`src/lane_rules.sv`:
```
// Shared constants and the lane-mask shape checker of the burst master port
// What this block does
// - Data path up to 1024 bits, lane mask up to 128 bits, one per byte.
// - Lane mask carries meaning on reads too and the port honours it there.
// - During any master burst, every lane mask bit is driven active.
// - Address, burst count and lane mask stay fixed for the whole burst.
// - Several active lanes must form one aligned power-of-two run.
// - Master addresses are always byte addresses.
`timescale 1ns/10ps
`default_nettype none

package lane_rules_pkg;
   // ****************************************
   // Limits and reset values
   // ****************************************
   localparam int MAX_DATA_W = 1024;
   localparam int MAX_LANES = 128;
   localparam int BYTE_W = 8;
   localparam logic RST_LOW = 1'b0;
   localparam logic RST_READY = 1'b1;

   // ****************************************
   // Port sequencer states
   // ****************************************
   typedef enum logic [2:0] {
      ST_IDLE = 3'b001,
      ST_READ = 3'b010,
      ST_WRITE = 3'b100
   } state_type;
endpackage : lane_rules_pkg

module lane_shape_check #(
   parameter int LANES = 4
) (
   input wire logic [LANES-1:0] lanes,
   output logic legal
);
   localparam int LOG = $clog2(LANES);

   // Heap layout: size 2**lvl has (LANES >> lvl) slots at base (LANES>>lvl)-1
   logic [2*LANES-2:0] hit;

   genvar lvl, j;
   generate
      for (lvl = 0; lvl <= LOG; lvl++) begin : g_size
         for (j = 0; j < (LANES >> lvl); j++) begin : g_off
            localparam int SZ = 1 << lvl;
            localparam logic [LANES-1:0] RUN =
               LANES'({SZ{1'b1}}) << (j * SZ);
            assign hit[(LANES >> lvl) - 1 + j] = (lanes == RUN);
         end
      end
   endgenerate

   // One aligned power-of-two run; an empty mask is never legal
   assign legal = |hit;
endmodule : lane_shape_check

`default_nettype wire

```
`src/mm_burst_master.sv`:
```
// Burst master port that drives lane masks and burst qualifiers on the fabric
`timescale 1ns/10ps
`default_nettype none

module mm_burst_master #(
   parameter int DATA_W = 32,
   parameter int ADDR_W = 32,
   parameter int BURST_W = 8
) (
   input wire logic clock,
   input wire logic arst_n,
   input wire logic cmd_valid,
   output logic cmd_ready,
   input wire logic cmd_write,
   input wire logic [ADDR_W-1:0] cmd_addr,
   input wire logic [BURST_W-1:0] cmd_count,
   input wire logic [DATA_W/8-1:0] cmd_lanes,
   output logic cmd_error,
   input wire logic wr_valid,
   output logic wr_ready,
   input wire logic [DATA_W-1:0] wr_data,
   output logic [DATA_W-1:0] rd_data,
   output logic rd_valid,
   output logic [ADDR_W-1:0] bus_address,
   output logic [BURST_W-1:0] bus_burstcount,
   output logic [DATA_W/8-1:0] bus_byteenable,
   output logic bus_read,
   output logic bus_write,
   output logic [DATA_W-1:0] bus_writedata,
   input wire logic bus_waitrequest,
   input wire logic [DATA_W-1:0] bus_readdata,
   input wire logic bus_readdatavalid
);
   localparam int LANES = DATA_W / lane_rules_pkg::BYTE_W;
   localparam logic [ADDR_W-1:0] LOW_MASK = ADDR_W'(LANES - 1);
   localparam logic [BURST_W-1:0] ONE_BEAT = BURST_W'(1);

   // ****************************************
   // Registers
   // ****************************************
   lane_rules_pkg::state_type state_ff, nxt_state;
   logic [ADDR_W-1:0] bus_address_ff;
   logic [BURST_W-1:0] bus_burstcount_ff;
   logic [LANES-1:0] bus_byteenable_ff;
   logic bus_read_ff, nxt_bus_read;
   logic bus_write_ff, nxt_bus_write;
   logic [DATA_W-1:0] bus_writedata_ff;
   logic [BURST_W-1:0] rem_ff, nxt_rem;
   logic cmd_ready_ff, cmd_error_ff, wr_ready_ff;
   logic [DATA_W-1:0] rd_data_ff;
   logic rd_valid_ff;

   // ****************************************
   // Decode
   // ****************************************
   wire cmd_take = cmd_valid & cmd_ready_ff;
   wire single = (cmd_count == ONE_BEAT);
   wire [LANES-1:0] req_lanes = single ? cmd_lanes : {LANES{1'b1}};
   wire lanes_legal;
   wire cmd_bad = (cmd_count == '0) | ~lanes_legal;
   wire start_rd = cmd_take & ~cmd_bad & ~cmd_write;
   wire start_wr = cmd_take & ~cmd_bad & cmd_write;
   wire in_read = (state_ff == lane_rules_pkg::ST_READ);
   wire in_write = (state_ff == lane_rules_pkg::ST_WRITE);
   wire read_accept = bus_read_ff & ~bus_waitrequest;
   wire write_accept = bus_write_ff & ~bus_waitrequest;
   wire beat_in = in_read & bus_readdatavalid;
   wire last_read = beat_in & (rem_ff == ONE_BEAT);
   wire last_write = write_accept & (rem_ff == ONE_BEAT);
   wire wr_take = wr_valid & wr_ready_ff;
   // Byte address aligned to the data word; lanes pick the bytes
   wire [ADDR_W-1:0] word_addr = cmd_addr & ~LOW_MASK;
   wire [DATA_W-1:0] lane_bits;
   wire [DATA_W-1:0] rd_masked = bus_readdata & lane_bits;

   genvar k;
   generate
      for (k = 0; k < LANES; k++) begin : g_lane
         assign lane_bits[k*8 +: 8] = {8{bus_byteenable_ff[k]}};
      end
   endgenerate

   lane_shape_check #(.LANES(LANES)) u_req_check (
      .lanes(req_lanes),
      .legal(lanes_legal)
   );

   // ****************************************
   // Sequencer
   // ****************************************
   always_comb begin
      nxt_state = state_ff;
      nxt_bus_read = bus_read_ff;
      nxt_bus_write = bus_write_ff;
      nxt_rem = rem_ff;
      case (state_ff)
         lane_rules_pkg::ST_IDLE: begin
            if (start_rd) begin
               nxt_state = lane_rules_pkg::ST_READ;
               nxt_bus_read = 1'b1;
               nxt_rem = cmd_count;
            end else if (start_wr) begin
               nxt_state = lane_rules_pkg::ST_WRITE;
               nxt_rem = cmd_count;
            end
         end
         lane_rules_pkg::ST_READ: begin
            // One read command covers the whole burst
            if (read_accept) begin
               nxt_bus_read = 1'b0;
            end
            if (beat_in) begin
               nxt_rem = rem_ff - ONE_BEAT;
            end
            if (last_read) begin
               nxt_state = lane_rules_pkg::ST_IDLE;
            end
         end
         lane_rules_pkg::ST_WRITE: begin
            // Write drops after every accepted beat and returns once the next word is taken
            if (wr_take) begin
               nxt_bus_write = 1'b1;
            end else if (write_accept) begin
               nxt_bus_write = 1'b0;
               nxt_rem = rem_ff - ONE_BEAT;
            end
            if (last_write) begin
               nxt_state = lane_rules_pkg::ST_IDLE;
            end
         end
         default: begin
            nxt_state = lane_rules_pkg::ST_IDLE;
            nxt_bus_read = 1'b0;
            nxt_bus_write = 1'b0;
         end
      endcase
   end

   wire nxt_idle = (nxt_state == lane_rules_pkg::ST_IDLE);
   wire nxt_wr_ready = (nxt_state == lane_rules_pkg::ST_WRITE) &
      ~nxt_bus_write;

   always_ff @(posedge clock or negedge arst_n) begin
      if (!arst_n) begin
         state_ff <= lane_rules_pkg::ST_IDLE;
         bus_read_ff <= lane_rules_pkg::RST_LOW;
         bus_write_ff <= lane_rules_pkg::RST_LOW;
         rem_ff <= '0;
      end else begin
         state_ff <= nxt_state;
         bus_read_ff <= nxt_bus_read;
         bus_write_ff <= nxt_bus_write;
         rem_ff <= nxt_rem;
      end
   end

   // Qualifiers load only at burst start, never mid-burst
   always_ff @(posedge clock or negedge arst_n) begin
      if (!arst_n) begin
         bus_address_ff <= '0;
         bus_burstcount_ff <= '0;
         bus_byteenable_ff <= '0;
      end else if (start_rd | start_wr) begin
         bus_address_ff <= word_addr;
         bus_burstcount_ff <= cmd_count;
         bus_byteenable_ff <= req_lanes;
      end
   end

   always_ff @(posedge clock or negedge arst_n) begin
      if (!arst_n) begin
         bus_writedata_ff <= '0;
      end else if (wr_take) begin
         bus_writedata_ff <= wr_data;
      end
   end

   always_ff @(posedge clock or negedge arst_n) begin
      if (!arst_n) begin
         cmd_ready_ff <= lane_rules_pkg::RST_READY;
         cmd_error_ff <= lane_rules_pkg::RST_LOW;
         wr_ready_ff <= lane_rules_pkg::RST_LOW;
         rd_valid_ff <= lane_rules_pkg::RST_LOW;
         rd_data_ff <= '0;
      end else begin
         cmd_ready_ff <= nxt_idle;
         cmd_error_ff <= cmd_take & cmd_bad;
         wr_ready_ff <= nxt_wr_ready;
         rd_valid_ff <= beat_in;
         if (beat_in) begin
            rd_data_ff <= rd_masked;
         end
      end
   end

   assign cmd_ready = cmd_ready_ff;
   assign cmd_error = cmd_error_ff;
   assign wr_ready = wr_ready_ff;
   assign rd_data = rd_data_ff;
   assign rd_valid = rd_valid_ff;
   assign bus_address = bus_address_ff;
   assign bus_burstcount = bus_burstcount_ff;
   assign bus_byteenable = bus_byteenable_ff;
   assign bus_read = bus_read_ff;
   assign bus_write = bus_write_ff;
   assign bus_writedata = bus_writedata_ff;

   // ****************************************
   // Checks
   // ****************************************
   wire out_legal;
   lane_shape_check #(.LANES(LANES)) u_out_check (
      .lanes(bus_byteenable_ff),
      .legal(out_legal)
   );
   wire bus_busy = bus_read_ff | bus_write_ff;
endmodule : mm_burst_master

`default_nettype wire

```
`config.mk`:
```
export PLATFORM = sky130hd
export DESIGN_NAME = mm_burst_master
export DESIGN_NICKNAME = d
export VERILOG_FILES = /design/src/lane_rules.sv /design/src/mm_burst_master.sv
export SDC_FILE = /design/constraint.sdc
export NUM_CORES = 1
export LEC_CHECK = 0
export BUFFER_PORTS_ARGS = -buffer_cell sky130_fd_sc_hd__buf_2
export CORE_MARGIN = 10
export CORE_UTILIZATION = 35
export DETAILED_ROUTE_END_ITERATION = 6
export GPL_TIMING_DRIVEN = 1
export HOLD_SLACK_MARGIN = 0.05
export PLACE_DENSITY = 0.68
export RECOVER_POWER = 25
export SYNTH_ARGS = -nofsm -noshare
export SYNTH_HDL_FRONTEND = slang
export SYNTH_HIERARCHICAL = 1
export SYNTH_SLANG_ARGS = --single-unit
```
`constraint.sdc`:
```
create_clock -name clock -period 1.8 [get_ports clock]
set_input_delay 0.36 -clock clock [delete_from_list [all_inputs] [get_ports clock]]
set_output_delay 0.36 -clock clock [all_outputs]
set_load 0.05 [all_outputs]
```
==> flow_metrics.py <==
metrics = {
    "synth": {
        "synth.mux.area_fraction_pct": 8.84,
        "synthSimpleGateAreaFrac_pct": 21.8,
        "ys_seq_area_share_pct": 59.1,
        "synth-edff-count": 0,
        "synthXorXnorAreaFrac_pct": 0.168,
        "synthCells": 503,
        "synthArstFlopShare_pct": 100,
        "ys_warn_count": 6,
        "syn_area_mm2": 0.00521,
        "synth_top_family_by_area": "simple AND/OR/NAND/NOR gates",
        "synth.avg_cell_area_um2": 10.4,
        "synth_compound_area_share_pct": 6.32,
        "yosys.area_share.adder_pct": 0.480,
        "yosysUniqueCellTypes": 48,
        "synth-seq-cells": 123,
        "synth_flop_cell": "dfrtp_1",
    },
    "min_path": {
        "hold_class": "input pin to flip-flop",
        "min_from": "cmd_addr[23]",
    },
    "routing": {
        "wl_met1_um": 6530,
        "wl_met2_um": 7580,
        "first_iter_violations": 167,
        "num_vias": 4589,
        "drc": 0,
        "top_layer_used": "met5",
        "wl_per_cell_um": 16.2,
        "drt-total-wl_um": 15800,
        "viasPerCell": 4.70,
        "dr.pass1.iters": 4,
        "final_antenna_net_count": 0,
        "routed-wl-met3_um": 1420,
    },
    "sta": {
        "skew_ps": 5.97,
        "setup_viol": 56,
        "fin_crit_ps": 2170,
        "slew_headroom_pct": 51.7,
        "hold_viol": 0,
        "max_freq_ghz": 0.462,
        "rsz0062_at_grt": "true",
        "layout_setup_ws_ps": -366,
        "drv_slew": 0,
        "holdWs_ps": 136,
        "tns_ps": -16500,
        "min_period_over_period_pct": 120,
        "worst_pin_slew_ps": 725,
    },
    "cts": {
        "clk_pin_slew_ps": 60,
        "clk_latency_ps": 410,
        "h-tree-depth": 4,
        "cts_tree": "done",
        "cts_buffers": 17,
        "clk_root_buffer_cell": "clkbuf_16",
        "clkSinkCount": 123,
        "clock_path_buffers": 2,
    },
    "cells_and_area": {
        "antenna_cells": 0,
        "layout-drive-gt1-share_pct": 49.1,
        "nets": 897,
        "layout_commonest_cell": "buf_2",
        "finalInstanceArea_mm2": 0.00771,
        "ff_latch_area_mm2": 0.00308,
        "area_growth_pct": 48.0,
        "nFillCells": 1350,
        "utilization_pct": 53.0,
        "multi_input_area_mm2": 0.00216,
        "most-common-layout-cells": "buf_2, nand2_1, dfrtp_1",
    },
    "grt": {
        "grt_first_pass_wirelength_um": 25200,
        "antenna_found_initial": 2,
        "grt_pass1_vias": 4832,
        "grt_overflow_total": 0,
        "grt_max_degree": 43,
        "grtUsageTotal_pct": 15.5,
    },
    "floorplanning": {
        "die_y_um": 142,
        "io_pins": 229,
        "start_util_pct": 35.8,
        "std_cell_rows": 44,
        "core-area_mm2": 0.0145,
        "die_w_um": 142,
        "die_area_mm2": 0.0202,
    },
    "setup_path": {
        "end_kind": "flip-flop",
        "r2r-start": "state_ff[0]",
        "path_cells": "buf_8 -> nor4_4 -> nand2_2 -> or2_4 -> or3_4 -> nand3_4 -> nand3_4 -> buf_6 -> a21oi_4 -> buf_12 -> mux2_4",
        "path_max_fanout": 5,
        "slowest_stage": "or3_4",
        "crit_path_start_kind": "input pin",
        "worstSetupPathType": "input pin to flip-flop",
        "crit_start": "cmd_count[3]",
        "cp_common_cell": "nand3_4",
        "crit_arrival_ps": 2460,
        "cp.required_ps": 2090,
        "cp_slowest_stage_delay_ps": 400,
        "reg2reg_slack_ps": -190,
    },
    "placement": {
        "port-buffer-count": 224,
        "gp_congestion": 0.874,
        "hpwl_um": 12000,
        "placed_cell_area_mm2": 0.00689,
    },
    "power_and_ir_drop": {
        "peakVddDrop_mv": 1.17,
        "power_density_mw_per_mm2": 2030,
        "power_leakage_nw": 4.07,
    },
    "run": {
        "max-cap-violations": 0,
    },
    "run_status": {
        "status": "complete, but fails checks",
        "violations": "negative setup slack",
    },
}
kinds of logic after synthesis:
family,after synthesis
AO/OA/AOI/OAI,39
buffers and inverters,33
AND/OR/NAND/NOR,263
multiplexers,41
XOR/XNOR,1
adder cells (fa/ha/maj),2
flip-flops,123
other,1
cell usage after synthesis (2+ instances only):
master / number / area, µm²
nor2b_1: 5 / 31.3
nor4_1: 2 / 12.5
nor2_1: 6 / 22.5
o41ai_1: 2 / 17.5
a221o_1: 4 / 40.0
inv_1: 4 / 15.0
buf_4: 5 / 37.5
nand3_1: 35 / 175
o21ai_0: 9 / 45.0
a211oi_1: 2 / 15.0
nor3b_1: 4 / 30.0
a21oi_1: 2 / 10.0
or3_1: 2 / 12.5
mux2i_1: 4 / 40.0
a221oi_1: 2 / 17.5
nand2_1: 192 / 721
a22o_1: 3 / 26.3
clkbuf_1: 17 / 63.8
dfrtp_1: 121 / 3030
a22oi_1: 2 / 15.0
mux2_2: 36 / 405
buf_6: 2 / 22.5
dfstp_2: 2 / 52.6
a2bb2oi_1: 4 / 35.0
or2_2: 5 / 31.3
ha_1: 2 / 25.0
o2bb2ai_1: 2 / 17.5
buf_2: 4 / 20.0
nor3_1: 4 / 20.0
per-layer routing:
layer,track usage (%),vias to the layer above
met2,24.6,168
met1,18.1,2150
met3,7.71,28
li1,-,2239
met5,0,-
met4,4.46,4
final timing paths:
kind	end	cells past startpoint
min in group asynchronous	bus_address[10]	2
min reg2reg	rd_data[13]	2
max in group asynchronous	rd_data[20]	3
min	bus_address[23]	3
max reg2reg	rem_ff[5]	7
max	bus_byteenable[1]	11
critical path, delay by kind of cell:
kind | cells | cell delay (ps)
compound gates | 1 | 210
buf+inv | 3 | 380
mux | 1 | 290
simple gates | 6 | 1210
sequential cells by signal, summed over array words and instances (netlist names):
name            cells
bus_read            1
cmd_error           1
wr_ready            1
rem_ff              8
state_ff            3
bus_address        30
cmd_ready           1
bus_burstcount      8
bus_write           1
bus_byteenable      4
bus_writedata      32
rd_data            32
rd_valid            1
final cells by class:
class,count,area share (%)
clock buffers,18,5.70
clock inverters,14,1.59
inverters,5,0.276
multi-input cells,348,28.0
flip-flops and latches,123,40.0
well taps,184,2.99
repair buffers,285,21.5
power by group:
part / leakage [nW] / switching [mW] / internal [mW] / total, mW
clock network: 0.264 / 1.26 / 1.93 / 3.20
registers: 1.51 / 0.629 / 3.90 / 4.53
logic: 2.30 / 5.63 / 2.32 / 7.95
stage by stage:
stage	power [mW]	setup WS, ps	std cells
3_5_place_dp	12.2	-929	937
2_1_floorplan	10.0	-728	504
3_3_place_gp	12.1	-907	937
5_1_grt	16.5	-472	977
6_report	15.7	-366	977
4_1_cts	15.7	-392	974
timing repair:
action                                  in CTS  in global routing
endpoints found under the setup margin      56                 56
hold buffers                                 1                  0
hold endpoints to repair                    17                  0
cloned                                       0                  0
pin swaps                                    9                 11
gates resized for setup                     34                 17
setup buffers                                4                  3
No activity file was read; power rests on OpenSTA's default activity.
